<file path="config.mk">
export PLATFORM = sky130hd
export DESIGN_NAME = tbel_core
export DESIGN_NICKNAME = d
export VERILOG_FILES = /design/src/pkg/tbel_pkg.sv /design/src/rtl/tbel_core.sv /design/src/rtl/tbel_btn.sv
export VERILOG_INCLUDE_DIRS = /design/src /design/src/pkg
export SDC_FILE = /design/constraint.sdc
export NUM_CORES = 2
export LEC_CHECK = 0
export BUFFER_PORTS_ARGS = -buffer_cell sky130_fd_sc_hd__buf_2
export CORE_UTILIZATION = 40
export DETAILED_ROUTE_END_ITERATION = 16
export GPL_ROUTABILITY_DRIVEN = 0
export HOLD_SLACK_MARGIN = 0.1
export PLACE_DENSITY = 0.65
export SLEW_MARGIN = 10
export SYNTH_ARGS = -nofsm -noshare
export SYNTH_HDL_FRONTEND = slang
export SYNTH_SLANG_ARGS = --single-unit
</file>
<file path="constraint.sdc">
create_clock -name clock -period 24.5 [get_ports clock]
set_clock_uncertainty 0.2 [all_clocks]
set_input_delay 4.9 -clock clock [delete_from_list [all_inputs] [get_ports clock]]
set_output_delay 4.9 -clock clock [all_outputs]
set_load 0.01 [all_outputs]
</file>
<file path="src/pkg/tbel_defines.svh">
// Register offsets, reset values, field codes and timing figures of the touch event block
`ifndef TBEL_DEFINES_SVH
`define TBEL_DEFINES_SVH
// ****************************************************************
// Register offsets
// ****************************************************************
`define TBEL_OFF_AVG_THR 8'h22
`define TBEL_OFF_NEG_THR 8'h23
`define TBEL_OFF_NEG_MAX 8'h24
`define TBEL_OFF_HYST 8'h25
`define TBEL_OFF_STUCK 8'h26
`define TBEL_OFF_WAKE_LEN 8'h33
`define TBEL_OFF_KEYS_45 8'h34
`define TBEL_OFF_KEYS_23 8'h35
`define TBEL_OFF_KEYS_01 8'h36
`define TBEL_OFF_MAP_76 8'h37
`define TBEL_OFF_MAP_54 8'h38
`define TBEL_OFF_MAP_32 8'h39
`define TBEL_OFF_MAP_10 8'h3A
`define TBEL_OFF_GRP0 8'h3C
`define TBEL_OFF_GRP1 8'h3E
// ****************************************************************
// Reset values
// ****************************************************************
`define TBEL_RST_AVG_THR 8'h50
`define TBEL_RST_NEG_THR 8'h50
`define TBEL_RST_NEG_MAX 8'h01
`define TBEL_RST_HYST 8'h0A
`define TBEL_RST_STUCK 8'h00
`define TBEL_RST_WAKE_LEN 3'h0
`define TBEL_RST_BYTE 8'h00
// ****************************************************************
// Field positions and codes
// ****************************************************************
`define TBEL_WAKE_LEN_MSB 2
`define TBEL_WAKE_ANY 3'h0
`define TBEL_WAKE_NONE 3'h7
`define TBEL_CODE_GROUP0 4'hC
`define TBEL_CODE_GROUP1 4'hD
`define TBEL_COMP_SENSORS 4'h3
`define TBEL_HYST_DIVISOR 18'h0_0064
// ****************************************************************
// Timing
// ****************************************************************
`define TBEL_SECOND_NS 1_000_000_000
`define TBEL_CLOCK_NS 4
`endif

</file>
<file path="src/pkg/tbel_pkg.sv">
// Types shared by the touch event block
`default_nettype none
package tbel_pkg;
  // Per-button decision state, one-hot
  typedef enum logic [2:0] {
    tbel_idle = 3'h1,
    tbel_touched = 3'h2,
    tbel_stuck = 3'h4
  } tbel_btn_state_t;

  // All state of one button decision
  typedef struct packed {
    tbel_btn_state_t state;
    logic [7:0] secs;
    logic touch_ev;
    logic release_ev;
  } tbel_btn_reg_t;

  // All state of the event core
  typedef struct packed {
    logic [7:0] avg_thr;
    logic [7:0] neg_thr;
    logic [7:0] neg_max;
    logic [7:0] hyst;
    logic [7:0] stuck;
    logic [2:0] wake_len;
    logic [23:0] keys;
    logic [31:0] maps;
    logic [7:0] grp0;
    logic [7:0] grp1;
    logic [7:0] rd;
    logic [7:0] avg_susp;
    logic [7:0] neg_cnt;
    logic comp_req;
    logic doze;
    logic [2:0] wake_idx;
    logic wake_held;
    logic [2:0] wake_btn;
    logic [7:0] led;
    logic [27:0] sec_cnt;
    logic sec_tick;
    logic wake_pin_s1;
    logic wake_pin_s2;
  } tbel_core_reg_t;
endpackage : tbel_pkg
`default_nettype wire

</file>
<file path="src/rtl/tbel_core.sv">
// Touch event core: thresholds, compensation triggers, wake sequence and auto-lit mapping
`default_nettype none
`include "tbel_defines.svh"
// Notes on behaviour
// - Averaging stops for a sensor whose ticks reach four times the suspend threshold.
// - Three or more suspended sensors at once request offset compensation.
// - Samples below the negative threshold are counted; reaching the maximum requests compensation.
// - A compensation request holds until the front end reports fresh baseline values.
// - Touch when ticks exceed threshold plus threshold times common hysteresis percent.
// - Release when ticks drop below threshold minus threshold times hysteresis percent.
// - A nonzero stuck timeout, in seconds, forces a release while the finger stays.
// - After a forced release the real release must come before a new touch.
// - A zero stuck timeout disables the stuck timer.
// - Wake length bits 2:0; zero wakes on any event, one to six need keys.
// - Wake length seven: only the general input or a host command leaves doze.
// - A wake key counts only once its button is touched and then released.
// - Other events while a wake key is held are ignored by the tracker.
// - A wrong key discards progress; the sequence restarts from key zero.
// - Wake keys are 4-bit button codes, zero to seven; higher codes never match.
// - Each output has a 4-bit map: button, group zero or group one.
// - A button-mapped output turns on at touch and off at release.
// - A group event is any event of a button enabled in its membership mask.
module tbel_core #(
  parameter int TW = 16,
  parameter int CYCLES_PER_SECOND = `TBEL_SECOND_NS / `TBEL_CLOCK_NS
) (
  input wire logic clock,
  input wire logic rst,
  input wire logic sample_valid,
  input wire logic [7:0][TW-1:0] ticks,
  input wire logic [7:0][9:0] capacitance_threshold,
  input wire logic comp_done,
  input wire logic doze_enter,
  input wire logic general_input_wake,
  input wire logic host_wake_cmd,
  input wire logic reg_wr,
  input wire logic [7:0] reg_addr,
  input wire logic [7:0] reg_wdata,
  output logic [7:0] reg_rdata,
  output logic [7:0] avg_suspend,
  output logic comp_req,
  output logic doze,
  output logic [7:0] button_touched,
  output logic [7:0] auto_lit_output
);
  localparam logic [27:0] SEC_LAST = 28'(CYCLES_PER_SECOND - 1);

  tbel_pkg::tbel_core_reg_t q;
  tbel_pkg::tbel_core_reg_t d;
  logic [7:0] avg_hit;
  logic [7:0] neg_hit;
  logic [7:0] touch_ev;
  logic [7:0] release_ev;
  logic [7:0] led_nx;
  logic [3:0] hit_count;
  logic [7:0] neg_cnt_nx;
  logic neg_fire;
  logic three_fire;
  logic [2:0] first_touch;
  logic [3:0] want_key;
  logic key_match;
  logic final_key;

  generate
    if (CYCLES_PER_SECOND < 2 || CYCLES_PER_SECOND > 268_435_456) begin : g_bad_sec
      $error("cycles per second out of range");
    end
  endgenerate

  // ****************************************************************
  // Per-sensor compare, decision and output mapping
  // ****************************************************************
  generate
    for (genvar i = 0; i < 8; i++) begin : g_ch
      logic signed [TW+1:0] tick_x;
      logic signed [TW+1:0] avg_lvl;
      logic signed [TW+1:0] neg_lvl;
      logic [3:0] code;
      logic [7:0] sel;
      logic any_on;
      logic any_off;
      assign tick_x = (TW + 2)'($signed(ticks[i]));
      // Thresholds are coded in steps of four ticks
      assign avg_lvl = $signed((TW + 2)'({q.avg_thr, 2'b00}));
      assign neg_lvl = -$signed((TW + 2)'({q.neg_thr, 2'b00}));
      assign avg_hit[i] = tick_x >= avg_lvl;
      assign neg_hit[i] = tick_x < neg_lvl;

      tbel_btn #(
        .TW(TW)
      ) u_btn (
        .clock(clock),
        .rst(rst),
        .sample_valid(sample_valid),
        .ticks(ticks[i]),
        .capacitance_threshold(capacitance_threshold[i]),
        .touch_hysteresis_percent(q.hyst),
        .stuck_touch_timeout(q.stuck),
        .sec_tick(q.sec_tick),
        .touched(button_touched[i]),
        .touch_ev(touch_ev[i]),
        .release_ev(release_ev[i])
      );

      // Selected buttons: one button, or a group membership mask
      assign code = q.maps[i*4 +: 4];
      always_comb begin
        sel = 8'h00;
        if (code[3] == 1'b0) begin
          sel[code[2:0]] = 1'b1;
        end else if (code == `TBEL_CODE_GROUP0) begin
          sel = q.grp0;
        end else if (code == `TBEL_CODE_GROUP1) begin
          sel = q.grp1;
        end
      end
      assign any_on = |(touch_ev & sel);
      assign any_off = |(release_ev & sel);
      // A touch in a group beats a release of another member in the same cycle
      assign led_nx[i] = any_on ? 1'b1 : (any_off ? 1'b0 : q.led[i]);
    end
  endgenerate

  // ****************************************************************
  // Compensation triggers
  // ****************************************************************
  // Count of sensors at or over the suspend level in this sample
  always_comb begin
    hit_count = 4'h0;
    for (int k = 0; k < 8; k++) begin
      hit_count = hit_count + 4'(avg_hit[k]);
    end
  end
  assign three_fire = sample_valid && (hit_count >= `TBEL_COMP_SENSORS);
  // Saturating count; a clean sample starts it over
  assign neg_cnt_nx = (|neg_hit) ? ((q.neg_cnt == 8'hFF) ? q.neg_cnt : q.neg_cnt + 8'h01) : 8'h00;
  assign neg_fire = sample_valid && (|neg_hit) && (neg_cnt_nx >= q.neg_max);

  // ****************************************************************
  // Wake sequence helpers
  // ****************************************************************
  // Lowest touched button wins when several touch in one sample
  always_comb begin
    first_touch = 3'h0;
    for (int k = 7; k >= 0; k--) begin
      if (touch_ev[k]) begin
        first_touch = 3'(k);
      end
    end
  end
  assign want_key = q.keys[q.wake_idx*4 +: 4];
  // Reserved codes have bit 3 set and so can never match
  assign key_match = (want_key == {1'b0, first_touch});
  assign final_key = (q.wake_idx + 3'h1) == q.wake_len;

  // ****************************************************************
  // Next state
  // ****************************************************************
  always_comb begin
    d = q;
    // Two-flop synchroniser for the asynchronous wake pin
    d.wake_pin_s1 = general_input_wake;
    d.wake_pin_s2 = q.wake_pin_s1;
    // One-second tick for the stuck timers
    d.sec_tick = 1'b0;
    if (q.sec_cnt == SEC_LAST) begin
      d.sec_cnt = 28'h000_0000;
      d.sec_tick = 1'b1;
    end else begin
      d.sec_cnt = q.sec_cnt + 28'h000_0001;
    end
    // Register writes
    if (reg_wr) begin
      case (reg_addr)
        `TBEL_OFF_AVG_THR: d.avg_thr = reg_wdata;
        `TBEL_OFF_NEG_THR: d.neg_thr = reg_wdata;
        `TBEL_OFF_NEG_MAX: d.neg_max = reg_wdata;
        `TBEL_OFF_HYST: d.hyst = reg_wdata;
        `TBEL_OFF_STUCK: d.stuck = reg_wdata;
        `TBEL_OFF_WAKE_LEN: d.wake_len = reg_wdata[`TBEL_WAKE_LEN_MSB:0];
        `TBEL_OFF_KEYS_45: d.keys[23:16] = reg_wdata;
        `TBEL_OFF_KEYS_23: d.keys[15:8] = reg_wdata;
        `TBEL_OFF_KEYS_01: d.keys[7:0] = reg_wdata;
        `TBEL_OFF_MAP_76: d.maps[31:24] = reg_wdata;
        `TBEL_OFF_MAP_54: d.maps[23:16] = reg_wdata;
        `TBEL_OFF_MAP_32: d.maps[15:8] = reg_wdata;
        `TBEL_OFF_MAP_10: d.maps[7:0] = reg_wdata;
        `TBEL_OFF_GRP0: d.grp0 = reg_wdata;
        `TBEL_OFF_GRP1: d.grp1 = reg_wdata;
        default: begin
        end
      endcase
    end
    // Read data one cycle after the address; unmapped and reserved bits read zero
    case (reg_addr)
      `TBEL_OFF_AVG_THR: d.rd = q.avg_thr;
      `TBEL_OFF_NEG_THR: d.rd = q.neg_thr;
      `TBEL_OFF_NEG_MAX: d.rd = q.neg_max;
      `TBEL_OFF_HYST: d.rd = q.hyst;
      `TBEL_OFF_STUCK: d.rd = q.stuck;
      `TBEL_OFF_WAKE_LEN: d.rd = {5'h00, q.wake_len};
      `TBEL_OFF_KEYS_45: d.rd = q.keys[23:16];
      `TBEL_OFF_KEYS_23: d.rd = q.keys[15:8];
      `TBEL_OFF_KEYS_01: d.rd = q.keys[7:0];
      `TBEL_OFF_MAP_76: d.rd = q.maps[31:24];
      `TBEL_OFF_MAP_54: d.rd = q.maps[23:16];
      `TBEL_OFF_MAP_32: d.rd = q.maps[15:8];
      `TBEL_OFF_MAP_10: d.rd = q.maps[7:0];
      `TBEL_OFF_GRP0: d.rd = q.grp0;
      `TBEL_OFF_GRP1: d.rd = q.grp1;
      default: d.rd = 8'h00;
    endcase
    // Averaging suspend flags follow each sample
    if (sample_valid) begin
      d.avg_susp = avg_hit;
      d.neg_cnt = neg_cnt_nx;
    end
    // Compensation: one request at a time, held until the new baselines arrive
    if (q.comp_req) begin
      if (comp_done) begin
        d.comp_req = 1'b0;
        d.neg_cnt = 8'h00;
      end
    end else if (three_fire || neg_fire) begin
      d.comp_req = 1'b1;
    end
    // Auto-lit outputs
    d.led = led_nx;
    // Doze entry and wake tracking
    if (!q.doze) begin
      if (doze_enter) begin
        d.doze = 1'b1;
        d.wake_idx = 3'h0;
        d.wake_held = 1'b0;
      end
    end else if (host_wake_cmd || q.wake_pin_s2) begin
      d.doze = 1'b0;
      d.wake_idx = 3'h0;
      d.wake_held = 1'b0;
    end else if (q.wake_len == `TBEL_WAKE_ANY) begin
      if (|(touch_ev | release_ev)) begin
        d.doze = 1'b0;
      end
    end else if (q.wake_len != `TBEL_WAKE_NONE) begin
      if (q.wake_held) begin
        // Only the release of the held key moves the tracker on
        if (release_ev[q.wake_btn]) begin
          d.wake_held = 1'b0;
          if (final_key) begin
            d.doze = 1'b0;
            d.wake_idx = 3'h0;
          end else begin
            d.wake_idx = q.wake_idx + 3'h1;
          end
        end
      end else if (|touch_ev) begin
        if (key_match) begin
          d.wake_held = 1'b1;
          d.wake_btn = first_touch;
        end else begin
          d.wake_idx = 3'h0;
        end
      end
    end
  end

  // ****************************************************************
  // State register
  // ****************************************************************
  always_ff @(posedge clock or posedge rst) begin
    if (rst) begin
      q <= '0;
      q.avg_thr <= `TBEL_RST_AVG_THR;
      q.neg_thr <= `TBEL_RST_NEG_THR;
      q.neg_max <= `TBEL_RST_NEG_MAX;
      q.hyst <= `TBEL_RST_HYST;
      q.stuck <= `TBEL_RST_STUCK;
      q.wake_len <= `TBEL_RST_WAKE_LEN;
      q.grp0 <= `TBEL_RST_BYTE;
      q.grp1 <= `TBEL_RST_BYTE;
    end else begin
      q <= d;
    end
  end

  // Outputs straight from the state register
  assign reg_rdata = q.rd;
  assign avg_suspend = q.avg_susp;
  assign comp_req = q.comp_req;
  assign doze = q.doze;
  assign auto_lit_output = q.led;
endmodule : tbel_core
`default_nettype wire

</file>
<file path="src/rtl/tbel_btn.sv">
// Touch, release and stuck-touch decision for one button
`default_nettype none
`include "tbel_defines.svh"
module tbel_btn #(
  parameter int TW = 16
) (
  input wire logic clock,
  input wire logic rst,
  input wire logic sample_valid,
  input wire logic signed [TW-1:0] ticks,
  input wire logic [9:0] capacitance_threshold,
  input wire logic [7:0] touch_hysteresis_percent,
  input wire logic [7:0] stuck_touch_timeout,
  input wire logic sec_tick,
  output logic touched,
  output logic touch_ev,
  output logic release_ev
);
  logic [17:0] hyst_prod;
  logic [17:0] hyst_delta;
  logic signed [19:0] tick_x;
  logic signed [19:0] touch_lvl;
  logic signed [19:0] release_lvl;
  logic over_touch;
  logic under_release;
  logic timed_out;
  tbel_pkg::tbel_btn_reg_t q;
  tbel_pkg::tbel_btn_reg_t d;

  generate
    if (TW < 2 || TW > 19) begin : g_bad_tw
      $error("tick width must be 2 to 19");
    end
  endgenerate

  // ****************************************************************
  // Hysteresis levels
  // ****************************************************************
  // Share of the threshold, in percent, added for touch and removed for release
  assign hyst_prod = 18'(capacitance_threshold) * 18'(touch_hysteresis_percent);
  assign hyst_delta = hyst_prod / `TBEL_HYST_DIVISOR;
  assign tick_x = 20'(ticks);
  assign touch_lvl = $signed(20'(capacitance_threshold)) + $signed(20'(hyst_delta));
  assign release_lvl = $signed(20'(capacitance_threshold)) - $signed(20'(hyst_delta));
  assign over_touch = tick_x > touch_lvl;
  assign under_release = tick_x < release_lvl;
  // Zero timeout keeps the timer out of the decision altogether
  assign timed_out = (stuck_touch_timeout != 8'h00) && (q.secs >= stuck_touch_timeout);

  // ****************************************************************
  // Decision
  // ****************************************************************
  // Timeout is checked before the sample so a forced release is never missed
  always_comb begin
    d = q;
    d.touch_ev = 1'b0;
    d.release_ev = 1'b0;
    unique case (q.state)
      tbel_pkg::tbel_idle: begin
        if (sample_valid && over_touch) begin
          d.state = tbel_pkg::tbel_touched;
          d.secs = 8'h00;
          d.touch_ev = 1'b1;
        end
      end
      tbel_pkg::tbel_touched: begin
        if (timed_out) begin
          d.state = tbel_pkg::tbel_stuck;
          d.release_ev = 1'b1;
        end else if (sample_valid && under_release) begin
          d.state = tbel_pkg::tbel_idle;
          d.release_ev = 1'b1;
        end else if (sec_tick && q.secs != 8'hFF) begin
          d.secs = q.secs + 8'h01;
        end
      end
      tbel_pkg::tbel_stuck: begin
        // Finger must really leave before a new touch is taken
        if (sample_valid && under_release) begin
          d.state = tbel_pkg::tbel_idle;
        end
      end
      default: begin
        d.state = tbel_pkg::tbel_idle;
      end
    endcase
  end

  // State register
  always_ff @(posedge clock or posedge rst) begin
    if (rst) begin
      q <= '{state: tbel_pkg::tbel_idle, secs: 8'h00, touch_ev: 1'b0, release_ev: 1'b0};
    end else begin
      q <= d;
    end
  end

  // One-hot state: the touched code is bit 1, so the output is the flop itself
  assign touched = q.state[1];
  assign touch_ev = q.touch_ev;
  assign release_ev = q.release_ev;
endmodule : tbel_btn
`default_nettype wire

</file>
==> run metrics <==
outcome=finished clean; Async SR Flop Fraction=100.0%; Resized cells post-CTS=0; Reg clk slew, reported paths=70 ps; Tcrit/Tclk final=93.03%; startpoint types=primary input; HP Class=reg2reg; Slew Limit Fails=0; vias in the first global route=65430; Yosys top cell by area=ha_1; RR Endpoint=g_ch[3].u_btn.q[7]; Slowest-stage cell, CP=mux2i_1; reg-to-reg critical path startpoint=q[158]; yosys synthesis warning count=0; Synth Instances=9142; worst-case hold path end point=q[0]; CP arrival=23040 ps; PD cells=139.5 nW/um^2; initial antenna violation count=75; initial core utilization=40.26%; Routed WL per cell=20.00 um; CP max FO=10; Fmax=43.88 MHz; # rows=156; Post-CTS Setup Bufs=0; Detailed Place HPWL=183.6 mm; hold-fix buffers at CTS=0; critical path's largest stage delay=760 ps; RSZ-0062 raised after global routing=no; Hold Startpoint=d[0]; setup slack, reg-to-reg=4810 ps; height of the die=428.3 um; CTS tree=done; Final Hold Fails=0; die width=428.3 um; die area=183400 sq um; Vias per Instance=5.951; mean post-synth cell area=7.951 sq um; layout cell share with drive strength beyond 1=8.643%; Sum Neg Setup Slack=0 ps; CP endpoint kind=register; Worst Tran Pin Value=1206 ps; port bufs=265; Clock Tree Root=clkbuf_16; first drt pass iteration count=7; top-area cell type share of the netlist area=17.21%; DRT antenna net count=0; EDFF count, synth=0; commonest cells after routing, fill and taps aside=ha_1, inv_1, nor2_1; minimum clock period=22790 ps; I/O pin count=266; max cap viols=0; Total GRT Usage=24.37%; Synth Cell Area=72690 sq um; peak supply drop=0.1757 mV; largest net degree at the start of global routing=107; total routed wirelength=232.0 mm; commonest non-fill, non-tap cell in the layout=ha_1; Top FF cell, synth=dfrtp_1; final setup margin=1708 ps; Synth cell types=140; H-tree levels=2; hold-critical path depth=0; post-synthesis sequential area ratio=10.04%; worst-skew pair later-pin latency=560 ps; post-place setup slack=1404 ps; Leak=36.08 nW; Final Setup Violations=0; Num Clock Sinks=291; total grt overflow=0; Synth area leaders=ha_1, fa_1, dfrtp_1; worst endpoint required time=24750 ps; Crit path top cell by count=nor2_1; Final nets=10790; Worst Reg-to-Reg Cells=76; Rel. slew slack=19.53%; TritonCTS buffer count=35; DR iter-0 viols=5640; CP Class=in2reg; global-route wire length before repair=363.1 mm; Clock Tree Buf Depth=3; Via Count=69040; area growth from synthesis to layout=6.315%; core footprint=180500 sq um; flops & latches, synth=291; drt drc=0
==> cell type report <==
| cell class | count | area (sq um) |
|---|---|---|
| diodes | 56 | 140.1 |
| clock buffers | 45 | 1005 |
| clock inverters | 18 | 167.7 |
| fillers | 17890 | 103300 |
| inverters | 808 | 3047 |
| multi-input cells | 7705 | 60980 |
| flip-flops and latches | 291 | 7328 |
| well taps | 2370 | 2965 |
| repair buffers | 308 | 1649 |
==> registers in the layout, indices dropped and copies added, names as in the netlist <==
register	cells
comp_req	1
g_ch.code	32
q	120
g_ch.u_btn.touch_ev	8
avg_suspend	8
g_ch.u_btn.release_ev	8
reg_rdata	8
g_ch.u_btn.q	80
auto_lit_output	8
d	1
g_ch.avg_lvl	8
doze	1
g_ch.u_btn.touched	8
==> synthesized netlist by cell type (144+ instances only) <==
| master | n |
|---|---|
| a21oi_1 | 555 |
| and2_1 | 521 |
| clkbuf_1 | 260 |
| dfrtp_1 | 276 |
| fa_1 | 404 |
| ha_1 | 1000 |
| inv_1 | 791 |
| mux2_2 | 158 |
| nand2_1 | 629 |
| nand2b_1 | 185 |
| nand3_1 | 197 |
| nor2_1 | 768 |
| nor2b_1 | 178 |
| nor3_1 | 178 |
| o21ai_0 | 401 |
| xnor2_1 | 343 |
| xor2_1 | 144 |
==> cell families after synthesis <==
kind of cell	after synthesis	share of synthesized area, %
AO/OA/AOI/OAI	2326	22.36
XOR/XNOR	496	6.102
adder cells (fa/ha/maj)	1425	28.63
buffers and inverters	1153	6.191
flip-flops	291	10.04
multiplexers	288	4.381
other	1	0.005159
AND/OR/NAND/NOR	3162	22.29
==> metrics by stage <==
| stage | total power [mW] | util [%] | area, sq um | std cells | hold slack, ps |
|---|---|---|---|---|---|
| 2_1_floorplan | 8.004 | - | 72720 | 9149 | 131.2 |
| 3_3_place_gp | 9.835 | 42.07 | 75960 | 11480 | 143.2 |
| 3_5_place_dp | 10.11 | 42.07 | 75960 | 11480 | 151.1 |
| 4_1_cts | 10.72 | 42.72 | 77130 | 11550 | 156.1 |
| 5_1_grt | 12.06 | 42.79 | 77260 | 11590 | 165.6 |
| 6_report | 10.78 | 42.80 | 77280 | 11600 | 151.3 |
==> worst max-delay path, delay by kind of cell <==
family | cells | cell delay, ps
AOI/OAI and AO/OA | 26 | 6900
and+or+nand+nor | 35 | 4780
adders and majority gates | 8 | 3380
muxes | 3 | 1720
xor gates and xnor gates | 3 | 700
buffers and inverters | 7 | 640
==> where the power goes <==
part	internal, mW	switching, mW	total [mW]
Combinational	4.05	5.63	9.68
Sequential	0.505	0.0553	0.560
Clock	0.305	0.233	0.539
Total	4.86	5.92	10.8
==> how the worst max path moves through the flow <==
stage	end	startpoint	slack (ps)	cells after the start
detailed placement	g_ch[1].u_btn.q[9]	capacitance_threshold[14]	1400	82
CTS	g_ch[1].u_btn.q[9]	capacitance_threshold[14]	1950	82
global route	g_ch[1].u_btn.q[6]	capacitance_threshold[11]	200	80
global placement	g_ch[5].u_btn.q[7]	capacitance_threshold[54]	1650	82
finish	g_ch[5].u_btn.q[7]	capacitance_threshold[54]	1710	82
floorplan	g_ch[5].u_btn.q[7]	capacitance_threshold[54]	3860	74
==> layer usage <==
metal	share of wire (%)	up-vias	GRT usage, %	wire [um]
met5	0.046	-	0	107
met4	5.1	18	11.42	11910
met3	6.3	471	2.948	14720
met2	46	2528	40.40	106900
met1	42	33300	31.47	98420
li1	-	32730	-	-
(Power assumes the default switching activity.)
